## config.mk

```make
export PLATFORM = sky130hd
export DESIGN_NAME = lcd_segment_driver
export DESIGN_NICKNAME = d
export VERILOG_FILES = /design/src/core/lcd_segment_driver_pkg.sv /design/src/core/lcd_segment_driver.sv
export VERILOG_INCLUDE_DIRS = /design/src /design/src/core
export SDC_FILE = /design/constraint.sdc
export NUM_CORES = 1
export LEC_CHECK = 0
export ABC_AREA = 1
export ABC_CLOCK_PERIOD_IN_PS = 2400
export BUFFER_PORTS_ARGS = -buffer_cell sky130_fd_sc_hd__buf_4
export CAP_MARGIN = 20
export CORE_MARGIN = 2
export CORE_UTILIZATION = 55
export DETAILED_ROUTE_END_ITERATION = 10
export GPL_TIMING_DRIVEN = 0
export PLACE_DENSITY = 0.73
export SLEW_MARGIN = 10
export SYNTH_ARGS = -nofsm -noshare
export SYNTH_HDL_FRONTEND = slang
export SYNTH_SLANG_ARGS = --single-unit
```

## constraint.sdc

```tcl
create_clock -name clk -period 2.4 [get_ports clk]
set_input_delay 0.36 -clock clk [delete_from_list [all_inputs] [get_ports clk]]
set_output_delay 0.36 -clock clk [all_outputs]
set_load 0.01 [all_outputs]
```

## src/core/lcd_segment_driver_cfg.svh

```systemverilog
// constants for the lcd segment driver
`ifndef LCD_SEGMENT_DRIVER_CFG_SVH
`define LCD_SEGMENT_DRIVER_CFG_SVH
`define RAM_BANK_SELECT_ADDR   8'h04
`define RAM_BANK_SELECT_RESET  8'h00
`define DISP_BANK              8'h01
`define DISP_FIRST_ADDR        8'h40
`define DISP_LAST_ADDR         8'h68
`define DISP_WORDS             41
`define SEG_COUNT              41
`define LOGIC_SEG_COUNT        24
`define SYS_DIV                4
`endif

```

## src/core/lcd_segment_driver_pkg.sv

```systemverilog
// types for the lcd segment driver
`default_nettype none
package lcd_segment_driver_pkg;
  typedef enum logic [1:0] {
    DUTY_HALF    = 2'h0,
    DUTY_THIRD   = 2'h1,
    DUTY_QUARTER = 2'h2
  } duty_t;
  typedef enum logic [1:0] {
    SRC_SYS_DIV4 = 2'h0,
    SRC_RTC_OSC  = 2'h1,
    SRC_WDT_OSC  = 2'h2
  } clk_source_t;
  typedef enum logic [2:0] {
    SCAN_IDLE = 3'b001,
    SCAN_RUN  = 3'b010,
    SCAN_HOLD = 3'b100
  } scan_state_t;
endpackage : lcd_segment_driver_pkg
`default_nettype wire

```

## src/core/lcd_segment_driver.sv

```systemverilog
// lcd display memory and multiplexed segment/common scanner
`include "lcd_segment_driver_cfg.svh"
`timescale 1ns/100ps
`default_nettype none
module lcd_segment_driver #(
  parameter lcd_segment_driver_pkg::duty_t       DUTY         = lcd_segment_driver_pkg::DUTY_QUARTER,
  parameter lcd_segment_driver_pkg::clk_source_t CLK_SOURCE   = lcd_segment_driver_pkg::SRC_SYS_DIV4,
  parameter logic [2:0]                          LCD_DIV_SEL  = 3'h0,
  parameter bit                                  RUN_IN_HALT  = 1'b1,
  parameter bit                                  THIRD_BIAS   = 1'b1,
  parameter bit                                  CHARGE_PUMP  = 1'b0,
  parameter bit                                  HIGH_CURRENT = 1'b0,
  parameter logic [1:0]                          LOGIC_BYTES  = 2'h0,
  parameter logic [7:0]                          LOGIC_PINS   = 8'h00
) (
  input  wire logic                  clk,
  input  wire logic                  rst_n,
  input  wire logic [7:0]            mem_addr,
  input  wire logic                  mem_indirect_mp1,
  input  wire logic                  mem_wr,
  input  wire logic                  mem_rd,
  input  wire logic [7:0]            mem_wdata,
  output var  logic [7:0]            mem_rdata,
  output var  logic                  mem_hit_display,
  output var  logic                  mem_hit_bank_select,
  input  wire logic                  halt,
  input  wire logic                  rtc_osc,
  input  wire logic                  wdt_osc,
  output var  logic [3:0]            common_active,
  output var  logic [`SEG_COUNT-1:0] segment_on,
  output var  logic [`SEG_COUNT-1:0] segment_is_logic,
  output var  logic [1:0]            common_count_m1,
  output var  logic                  bias_third,
  output var  logic                  bias_charge_pump,
  output var  logic                  bias_high_current,
  output var  logic [7:0]            ram_bank_select
);
  logic [7:0]                disp_mem [`DISP_WORDS];
  logic [7:0]                bank_reg;
  logic                      rtc_s1;
  logic                      rtc_s2;
  logic                      rtc_s3;
  logic                      wdt_s1;
  logic                      wdt_s2;
  logic                      wdt_s3;
  logic                      halt_s1;
  logic                      halt_s2;
  logic [1:0]                sys_cnt;
  logic [7:0]                div_cnt;
  logic [1:0]                slot;
  lcd_segment_driver_pkg::scan_state_t state;
  lcd_segment_driver_pkg::scan_state_t next_state;

  // address decode
  wire        in_window   = (mem_addr >= `DISP_FIRST_ADDR) && (mem_addr <= `DISP_LAST_ADDR);
  wire        bank_is_one = (bank_reg == `DISP_BANK);
  wire        disp_sel    = in_window && bank_is_one && mem_indirect_mp1;
  wire        bank_sel    = (mem_addr == `RAM_BANK_SELECT_ADDR);
  wire [7:0]  disp_off    = mem_addr - `DISP_FIRST_ADDR;
  wire [5:0]  disp_idx    = disp_off[5:0];
  wire        disp_wr     = disp_sel && mem_wr;
  wire        bank_wr     = bank_sel && mem_wr;
  wire [7:0]  next_rdata  = disp_sel ? disp_mem[disp_idx] : (bank_sel ? bank_reg : 8'h00);

  // source clock tick: system clock/4 or a synchronised oscillator edge
  wire        rtc_rise = rtc_s2 && !rtc_s3;
  wire        wdt_rise = wdt_s2 && !wdt_s3;
  wire        src_tick = (CLK_SOURCE == lcd_segment_driver_pkg::SRC_RTC_OSC) ? rtc_rise :
                         (CLK_SOURCE == lcd_segment_driver_pkg::SRC_WDT_OSC) ? wdt_rise :
                         (sys_cnt == 2'(`SYS_DIV - 1));
  // divider 4 << sel, sel 0..6 gives /4 .. /256
  wire [7:0]  div_last = 8'((9'h004 << LCD_DIV_SEL) - 9'h001);
  wire        run_ok   = RUN_IN_HALT || !halt_s2;
  wire        lcd_tick = src_tick && (div_cnt == div_last);
  wire [1:0]  slot_last = (DUTY == lcd_segment_driver_pkg::DUTY_HALF)  ? 2'h1 :
                          (DUTY == lcd_segment_driver_pkg::DUTY_THIRD) ? 2'h2 : 2'h3;
  wire        quad     = (DUTY == lcd_segment_driver_pkg::DUTY_QUARTER);

  always_comb
  begin
    next_state = state;
    case (state)
      lcd_segment_driver_pkg::SCAN_IDLE: next_state = lcd_segment_driver_pkg::SCAN_RUN;
      lcd_segment_driver_pkg::SCAN_RUN:  if (!run_ok) next_state = lcd_segment_driver_pkg::SCAN_HOLD;
      lcd_segment_driver_pkg::SCAN_HOLD: if (run_ok) next_state = lcd_segment_driver_pkg::SCAN_RUN;
      default:                           next_state = lcd_segment_driver_pkg::SCAN_IDLE;
    endcase
  end
  wire running = (state == lcd_segment_driver_pkg::SCAN_RUN);

  // segment data for the current slot, logic pins from bit 0
  logic [`SEG_COUNT-1:0] next_seg;
  logic [`SEG_COUNT-1:0] logic_mask;
  always_comb
  begin
    for (int i = 0; i < `SEG_COUNT; i++)
    begin
      logic_mask[i] = 1'b0;
      if (i < 8) logic_mask[i] = LOGIC_BYTES[0];
      else if (i < 16) logic_mask[i] = LOGIC_BYTES[1];
      else if (i < `LOGIC_SEG_COUNT) logic_mask[i] = LOGIC_PINS[3'(i - 16)];
      // logic pins ignore halt so a static output keeps its level
      if (logic_mask[i]) next_seg[i] = disp_mem[i][0];
      else next_seg[i] = disp_mem[i][slot] && running;
    end
    if (quad) next_seg[`SEG_COUNT-1] = 1'b0;
  end
  wire [3:0] next_com = running ? (4'h1 << slot) : 4'h0;

  always_ff @(posedge clk or negedge rst_n)
  begin
    if (!rst_n)
    begin
      rtc_s1  <= 1'b0;
      rtc_s2  <= 1'b0;
      rtc_s3  <= 1'b0;
      wdt_s1  <= 1'b0;
      wdt_s2  <= 1'b0;
      wdt_s3  <= 1'b0;
      halt_s1 <= 1'b0;
      halt_s2 <= 1'b0;
    end
    else
    begin
      rtc_s1  <= rtc_osc;
      rtc_s2  <= rtc_s1;
      rtc_s3  <= rtc_s2;
      wdt_s1  <= wdt_osc;
      wdt_s2  <= wdt_s1;
      wdt_s3  <= wdt_s2;
      halt_s1 <= halt;
      halt_s2 <= halt_s1;
    end
  end

  always_ff @(posedge clk or negedge rst_n)
  begin
    if (!rst_n)
    begin
      sys_cnt <= 2'h0;
      div_cnt <= 8'h00;
      slot    <= 2'h0;
      state   <= lcd_segment_driver_pkg::SCAN_IDLE;
    end
    else
    begin
      sys_cnt <= sys_cnt + 2'h1;
      state   <= next_state;
      if (src_tick && running)
        div_cnt <= lcd_tick ? 8'h00 : div_cnt + 8'h01;
      if (lcd_tick && running)
        slot <= (slot == slot_last) ? 2'h0 : slot + 2'h1;
    end
  end

  always_ff @(posedge clk or negedge rst_n)
  begin
    if (!rst_n)
    begin
      bank_reg <= `RAM_BANK_SELECT_RESET;
      for (int i = 0; i < `DISP_WORDS; i++)
        disp_mem[i] <= 8'h00;
    end
    else
    begin
      if (bank_wr)
        bank_reg <= mem_wdata;
      if (disp_wr)
        disp_mem[disp_idx] <= mem_wdata;
    end
  end

  always_ff @(posedge clk or negedge rst_n)
  begin
    if (!rst_n)
    begin
      mem_rdata           <= 8'h00;
      mem_hit_display     <= 1'b0;
      mem_hit_bank_select <= 1'b0;
      common_active       <= 4'h0;
      segment_on          <= '0;
      segment_is_logic    <= '0;
      common_count_m1     <= 2'h0;
      bias_third          <= 1'b0;
      bias_charge_pump    <= 1'b0;
      bias_high_current   <= 1'b0;
      ram_bank_select     <= `RAM_BANK_SELECT_RESET;
    end
    else
    begin
      mem_rdata           <= mem_rd ? next_rdata : 8'h00;
      // general ram answers when this is low
      mem_hit_display     <= disp_sel && (mem_rd || mem_wr);
      mem_hit_bank_select <= bank_sel && (mem_rd || mem_wr);
      common_active       <= next_com;
      segment_on          <= next_seg;
      segment_is_logic    <= logic_mask;
      common_count_m1     <= slot_last;
      bias_third          <= THIRD_BIAS;
      bias_charge_pump    <= CHARGE_PUMP;
      bias_high_current   <= HIGH_CURRENT && !CHARGE_PUMP;
      ram_bank_select     <= bank_reg;
    end
  end

  property p_direct_blocked;
    @(posedge clk) disable iff (!rst_n)
      (mem_wr && !mem_indirect_mp1) |=> !mem_hit_display;
  endproperty
  a_direct_blocked: assert property (p_direct_blocked) else $error("direct access hit display");

  property p_bank_route;
    @(posedge clk) disable iff (!rst_n)
      (mem_wr && in_window && mem_indirect_mp1 && bank_reg != 8'h01) |=> !mem_hit_display;
  endproperty
  a_bank_route: assert property (p_bank_route) else $error("wrong bank hit display");

  property p_disp_hit;
    @(posedge clk) disable iff (!rst_n)
      (mem_wr && in_window && mem_indirect_mp1 && bank_reg == 8'h01) |=> mem_hit_display;
  endproperty
  a_disp_hit: assert property (p_disp_hit) else $error("bank one write missed display");

  property p_one_common;
    @(posedge clk) disable iff (!rst_n) $onehot0(common_active);
  endproperty
  a_one_common: assert property (p_one_common) else $error("more than one common active");

  property p_no_third_half;
    @(posedge clk) disable iff (!rst_n)
      (DUTY == lcd_segment_driver_pkg::DUTY_HALF) |-> common_active[3:2] == 2'h0;
  endproperty
  a_no_third_half: assert property (p_no_third_half) else $error("extra common in half duty");

  property p_last_seg_common;
    @(posedge clk) disable iff (!rst_n) quad |-> !segment_on[`SEG_COUNT-1];
  endproperty
  a_last_seg_common: assert property (p_last_seg_common) else $error("last segment driven as segment");

  property p_halt_stop;
    @(posedge clk) disable iff (!rst_n)
      (!RUN_IN_HALT && halt_s2 && running) |=> ##1 common_active == 4'h0;
  endproperty
  a_halt_stop: assert property (p_halt_stop) else $error("driver kept running in halt");

  property p_slot_advance;
    @(posedge clk) disable iff (!rst_n)
      (lcd_tick && running && slot != slot_last) |=> slot == $past(slot) + 2'h1;
  endproperty
  a_slot_advance: assert property (p_slot_advance) else $error("slot did not advance");

  property p_pixel;
    @(posedge clk) disable iff (!rst_n)
      (running && !logic_mask[0]) |=> segment_on[0] == $past(disp_mem[0][slot]);
  endproperty
  a_pixel: assert property (p_pixel) else $error("segment 0 mismatches memory");

  property p_logic_static;
    @(posedge clk) disable iff (!rst_n)
      logic_mask[0] |=> segment_on[0] == $past(disp_mem[0][0]);
  endproperty
  a_logic_static: assert property (p_logic_static) else $error("logic segment not bit 0");

  property p_hold_blank;
    @(posedge clk) disable iff (!rst_n)
      (state == lcd_segment_driver_pkg::SCAN_HOLD) |=> common_active == 4'h0;
  endproperty
  a_hold_blank: assert property (p_hold_blank) else $error("common driven while held");

  property p_read_refused;
    @(posedge clk) disable iff (!rst_n)
      (mem_rd && !disp_sel && !bank_sel) |=> mem_rdata == 8'h00;
  endproperty
  a_read_refused: assert property (p_read_refused) else $error("refused read returned data");

  property p_common_count;
    @(posedge clk) disable iff (!rst_n)
      running |=> common_count_m1 == slot_last;
  endproperty
  a_common_count: assert property (p_common_count) else $error("common count wrong");

  c_disp_write: cover property (@(posedge clk) disable iff (!rst_n) disp_wr);
  c_fourth_com: cover property (@(posedge clk) disable iff (!rst_n) common_active[3]);
  c_logic_seg:  cover property (@(posedge clk) disable iff (!rst_n) logic_mask[0] && segment_on[0]);
  c_slot_wrap:  cover property (@(posedge clk) disable iff (!rst_n) lcd_tick && slot == slot_last);
  c_halt:       cover property (@(posedge clk) disable iff (!rst_n) state == lcd_segment_driver_pkg::SCAN_HOLD);
endmodule : lcd_segment_driver
`default_nettype wire

```

# Word level (Yosys, flattened, before mapping)
# Index checks and enable logic that the tools add are counted.
dict set report totals {
  memories 0
  ff_bits 415
  mem_bits_ro 0
  latch_bits 0
  ramBits 0
  out_inout_bits 109
}
dict set report classes {
  reduce_logical 53
  n_mux 93
  eq_ne 8
  n_shift 1
  n_bitwise 1
  mul 0
  order_cmp 5
  div_mod_pow 0
  add_sub_neg 4
}
# operator n
set op_table {}
lappend op_table {{328-bit bitwise mux} 1}
lappend op_table {{1-bit binary-select mux with 2-bit select} 40}
lappend op_table {{8-bit two-way mux} 7}
lappend op_table {{1-bit logical AND} 51}
lappend op_table {{8-bit binary-select mux with 6-bit select} 1}
lappend op_table {{8-bit demux with 6-bit select} 1}
lappend op_table {{1-bit two-way mux} 40}
lappend op_table {{8-bit by 1-bit adder with 8-bit output, second input constant} 1}
lappend op_table {{8-bit by 1-bit == test with 1-bit output, second input constant} 1}
lappend op_table {{8-bit by 2-bit == test with 1-bit output, second input constant} 1}
lappend op_table {{8-bit by 3-bit == test with 1-bit output, second input constant} 1}
lappend op_table {{8-bit by 7-bit >= comparator with 1-bit output, second input constant} 1}
lappend op_table {{8-bit by 7-bit <= comparator with 1-bit output, second input constant} 1}
lappend op_table {{7-bit >= comparator, second input constant} 1}
lappend op_table {{7-bit by 1-bit < comparator with 1-bit output, second input constant} 1}
lappend op_table {{6-bit inverter with 7-bit output} 1}
lappend op_table {{3-bit one-hot mux with 2 select lines} 1}
lappend op_table {{6-bit by 1-bit subtractor with 6-bit output, second input constant} 1}
lappend op_table {{2-bit by 1-bit adder with 2-bit output, second input constant} 2}
lappend op_table {{2-bit == test, second input constant} 2}
lappend op_table {{2-bit by 4-bit < comparator with 1-bit output, second input constant} 1}
lappend op_table {{4-bit two-way mux} 1}
lappend op_table {{1-bit by 2-bit left shift with 4-bit output, first input constant} 1}
lappend op_table {{3-bit by 1-bit == test with 1-bit output, second input constant} 1}
lappend op_table {{5 further kinds} 5}

# Logic depth before layout (Yosys ltp)
dict set report depth {
  ltp_word 7
  ltp_mapped 14
  depth_no_buf 12
}

# Least setup slack after synthesis
# Ideal clock, no wire load.
dict set report synth_path {
  path_type {in2reg}
  from {input mem_addr[1]}
  to {register disp_mem[0] (netlist name)}
  setup_time_ns 0.118
  slack_ns 0.568
  stages 12
  arrival_ns 1.714
  cell_sequence {buf_2 > nor2_4 > nand2_2 > inv_2 > o21ai_4 > nand2_2 > nand4_4 > nor2_8 > buf_6 > nand3_4 > nand2_1 > nand2_1}
}
dict set report synth_between {
  elab_chain_cells 7
}
# item line
set synth_rtl {}
lappend synth_rtl {{start: declaration} lcd_segment_driver.sv:18} ;# input wire logic [7:0] mem_addr,
lappend synth_rtl {{6-bit by 1-bit subtractor with 6-bit output (no source line)} --}
lappend synth_rtl {{6-bit inverter with 7-bit output (implied by the code)} lcd_segment_driver.sv:169} ;# disp_mem[disp_idx] <= mem_wdata;
lappend synth_rtl {{7-bit >= comparator (implied by the code) / 7-bit by 1-bit < comparator with 1-bit output (equally long branches)} lcd_segment_driver.sv:169}
lappend synth_rtl {{1-bit logical AND (implied by the code)} lcd_segment_driver.sv:169}
lappend synth_rtl {{8-bit two-way mux (implied by the code)} lcd_segment_driver.sv:169}
lappend synth_rtl {{8-bit demux with 6-bit select} lcd_segment_driver.sv:169}
lappend synth_rtl {{328-bit bitwise mux} lcd_segment_driver.sv:169}
lappend synth_rtl {{end signal: indexed assignment} lcd_segment_driver.sv:169}
lappend synth_rtl {{end: declaration} lcd_segment_driver.sv:38} ;# logic [7:0] disp_mem [`DISP_WORDS];
# Parallel ways exist; a longest one is shown, timed or not.
# A chain may end at the register's enable or synchronous reset.

# Worst setup path in the final report
dict set report layout_path {
  from {register slot[0]}
  to {register segment_on[12]}
}
dict set report layout_between {
  elab_chain_cells 3
}
# item line
set layout_rtl {}
lappend layout_rtl {{start: declaration} lcd_segment_driver.sv:50} ;# logic [1:0] slot;
lappend layout_rtl {{start signal: assignment} lcd_segment_driver.sv:152} ;# slot <= (slot == slot_last) ? 2'h0 : slot + 2'h1;
lappend layout_rtl {{1-bit binary-select mux with 2-bit select} lcd_segment_driver.sv:104} ;# else next_seg[i] = disp_mem[i][slot] && running;
lappend layout_rtl {{1-bit two-way mux (implied by the code)} lcd_segment_driver.sv:104}
lappend layout_rtl {{1-bit logical AND} lcd_segment_driver.sv:104}
lappend layout_rtl {{via next_seg[12]} lcd_segment_driver.sv:92} ;# logic [`SEG_COUNT-1:0] next_seg;
lappend layout_rtl {{end signal: assignment} lcd_segment_driver.sv:196} ;# segment_on <= next_seg;
lappend layout_rtl {{end: declaration} lcd_segment_driver.sv:30} ;# output var logic [`SEG_COUNT-1:0] segment_on,
# The timed path passes the listed nets, and every way through them passes these cells. The select of a mux whose other input is x is not followed.

==> impl_results.md <==
* Status: complete, but fails checks
* Failing checks: setup timing
* Critical path capture point type: flip-flop
* Vias in the first global route at about 22000
* Setup-failing EPs final at 2
* I/O Pins at 133
* Largest net degree at the start of global routing at 109
* Comb power frac at 0.097
* Root buffer cell: clkbuf_16
* Worst vdd ir at 0.5574 mV
* Drt drc at 0
* Top post-synthesis cells by area: dfrtp_1 44%, nand2_1 24%, nand4_1 7.1%
* Worst Tran Pin Value at 1314 ps
* Fin crit period at 2465 ps
* Worst setup SP type: flip-flop
* Hold_ws at 111.4 ps
* CTS tree: yes
* Buf/Inv on CP at 3
* # fillers at 3861
* Crit share post-route at 1.027
* First-pass GRT wire length at 135700 um
* Share of power burned in registers at 0.438
* Worst-skew pair later-pin latency at 600 ps
* Total power at 15980 uW
* Final HPWL DP at between 60000 and 70000 um
* Dpl cells at 3995
* List of most frequent post-synthesis cells: 1485 x nand2_1, 412 x dfrtp_1, 400 x inv_1
* Post-synth ARST share at 1.000
* Achievable frequency at 0.4057 GHz
* Sequential share of the synthesized area at 0.4420
* Net Switching at 4345 uW
* Hold Startpoint: mem_rd
* PwrDens at roughly 600 mW/mm^2
* Slowest-stage cell, CP: clkbuf_1
* Starting Density at 0.5575
* RSZ-0062 raised after global routing: yes
* Vias at 23740
* GR Util met2 at 0.5972
* Reg2reg start: slot[0]$_DFFE_PN0P_
* Area Overhead vs Synth at 13.26%
* Syn avg cell area at 7.009 um^2
* Initial DRC Count at 3357
* Top reg by flops: disp_mem
* Hold WC Path Type: input port to flip-flop
* Hold Path Depth at 3
* Post-route ant nets at 0
* Worst path depth at 5
* Final Max Tran Viols at 0
* Floorplan row count at 75
* Worst-path clk slew at 60 ps
* Synth top area share at 0.4409
* CTS Buf Count at 47
* Initial antenna violation count at 1
* Lkg Pwr at about 0.014 uW
* Placeable Area at 0.04195 mm^2
* Worst reg-to-reg path cell count at 5
* DR pass1 iterations at 6
* CP Cell Sequence: clkbuf_2, inv_2, clkbuf_1, o21ai_0, a21oi_1
* Clock Path Buffers at 3
* Hold Path End: mem_rdata[7]$_DFF_PN0_
* Main flop type after synthesis: dfrtp_1
* Slowest stage delay, CP at 860 ps
* Sw frac at 0.2719
* Placer Congestion at 1.016
* Final Hold Viols at 0
* Overflow after GRT at 0
* CP max FO at 10
* Met3 Use GR at 0.09878
* Max-cap violations at 0
* Setup WS post-layout at -64.91 ps
* Flop-to-flop setup slack at -60 ps
* Mapped Area at 0.02338 mm^2
* Netlist cell types at 35
* Synthesized flop and latch total at between 400 and 500
* GR Layer Usage met1 at 0.5653
* Critical R2R Capture: segment_on[12]$_DFF_PN0_
* EDFF count, synth at 0
* Fin nets at 3538
* Clock sink total at 413
* Critical setup path kind: flip-flop to flip-flop
* Final WL at 90690 um
* Port Buf Inserts at 74
* Layout Cells excl Fill at 4083
* Die X at 210.2 um
* Die area at 0.04418 mm^2
* Post-synth top area cell: dfrtp_1
* Most Crowded Layer GR: met2
* Share of layout cells above drive strength 1 at 0.09173
* Rel. slew slack at 0.1239
* Worst Setup SP: slot[0]$_DFFE_PN0P_
* Clock skew at approximately 16 ps
* H-Tree Depth at 2
* Crit-path leading delay family: buffers and inverters
* P_int at roughly 12000 uW
* Vias per cell at 5.814
* Detailed-route wire length per cell at roughly 22 um
* Worst EP arrival at about 3000 ps
* Ys Warns at 0
* Clock power share at 0.465
* Die Ht at 210.2 um
* Top flop regs: disp_mem x328, segment_on x40
* GRT Util Overall at 0.4130
* Max FFs per register at 328
* Required @ worst endpoint at 2860 ps
* Pre-CTS setup slack at -512.2 ps
* Syn Inst Count at approximately 3300
* Most common cell in the netlist: nand2_1
-- cell families after synthesis --
kind of cell,Yosys count,synth area share
flops,413,0.4420
other cells,2,0.0003212
fa+ha+maj,6,0.003210
compound gates,263,0.05773
buf+inv,695,0.1267
xor+xnor,4,0.001498
simple gates,1953,0.3686
-- power by group through the flow --
stage	registers (uW)	logic [uW]	clock network, uW
final	6990	1550	7430
after floorplan	7120	809	0
after global routing	6990	1650	7710
after CTS	6990	1490	7430
after detailed placement	7120	1480	0
after global placement	7120	1450	0
-- cell usage in the layout (no fill, tap or decap), types with 4 or more instances in the layout --
cell,count
a21oi_1,133
buf_2,24
buf_1,21
clkbuf_2,5
buf_4,155
o21bai_1,6
nor2_1,70
clkbuf_16,49
nand2_2,5
nand3_4,30
nand4_1,266
inv_2,9
inv_1,400
dfrtp_1,412
clkinv_1,10
o21ai_0,120
clkinv_2,7
ha_1,6
clkinvlp_4,5
nand2_1,1484
conb_1,45
nor2_4,4
clkbuf_8,12
clkbuf_1,149
nand3_1,80
-- what timing repair did --
| item | CTS | global route |
|---|---|---|
| pin swaps | 0 | 2 |
| setup endpoints to repair | 6 | 25 |
| cloned | 0 | 0 |
| hold buffers | 1 | 0 |
| buffers inserted | 0 | 2 |
| hold endpoints to repair | 107 | 0 |
| resized for setup | 1 | 13 |
-- worst max-delay path by stage --
stage                                    end  slack (ps)
finish              segment_on[12]$_DFF_PN0_         -60
global route        disp_mem[35]$_DFFE_PN0P_         -20
CTS                 segment_on[12]$_DFF_PN0_          80
detailed placement    mem_rdata[5]$_DFF_PN0_        -510
global placement    disp_mem[63]$_DFFE_PN0P_       -3210
floorplan            disp_mem[0]$_DFFE_PN0P_         570
-- worst register-to-register path, stage by stage, from the launching register on --
cell and delay (ps):
dfrtp_1 420, clkbuf_2 270, inv_2 240, clkbuf_1 860
o21ai_0 180, a21oi_1 370
-- final cells by class --
class	instances	area, um^2	share of cell area
plain buffers	276	1395	0.05268
clock inverters	17	158.9	0.006000
diodes	1	2.502	0.00009449
flip-flops and latches	413	10340	0.3903
clock buffers	67	1414	0.05339
well taps	539	674.4	0.02546
multi-input cells	2271	10260	0.3874
inverters	419	1573	0.05938
repair buffers	80	670.6	0.02532
-- through the flow --
step                      TNS [ps]  utilization  instance area [um^2]
after floorplan                  0            -                 23550
after global placement    -1333710       0.5906                 24780
after detailed placement    -47960       0.5928                 24870
after CTS                        0       0.6305                 26450
after global routing        -46.54       0.6313                 26480
final                       -74.27       0.6314                 26480
-- metal layers --
metal | share of wire | wire length (um) | up-vias
li1 | - | - | 10660
met3 | 0.12 | 11010 | 332
met4 | 0.066 | 5968 | 0
met1 | 0.39 | 35680 | 11130
met5 | 0 | 0 | -
met2 | 0.42 | 38020 | 1610
No activity file was read; power rests on OpenSTA's default activity.
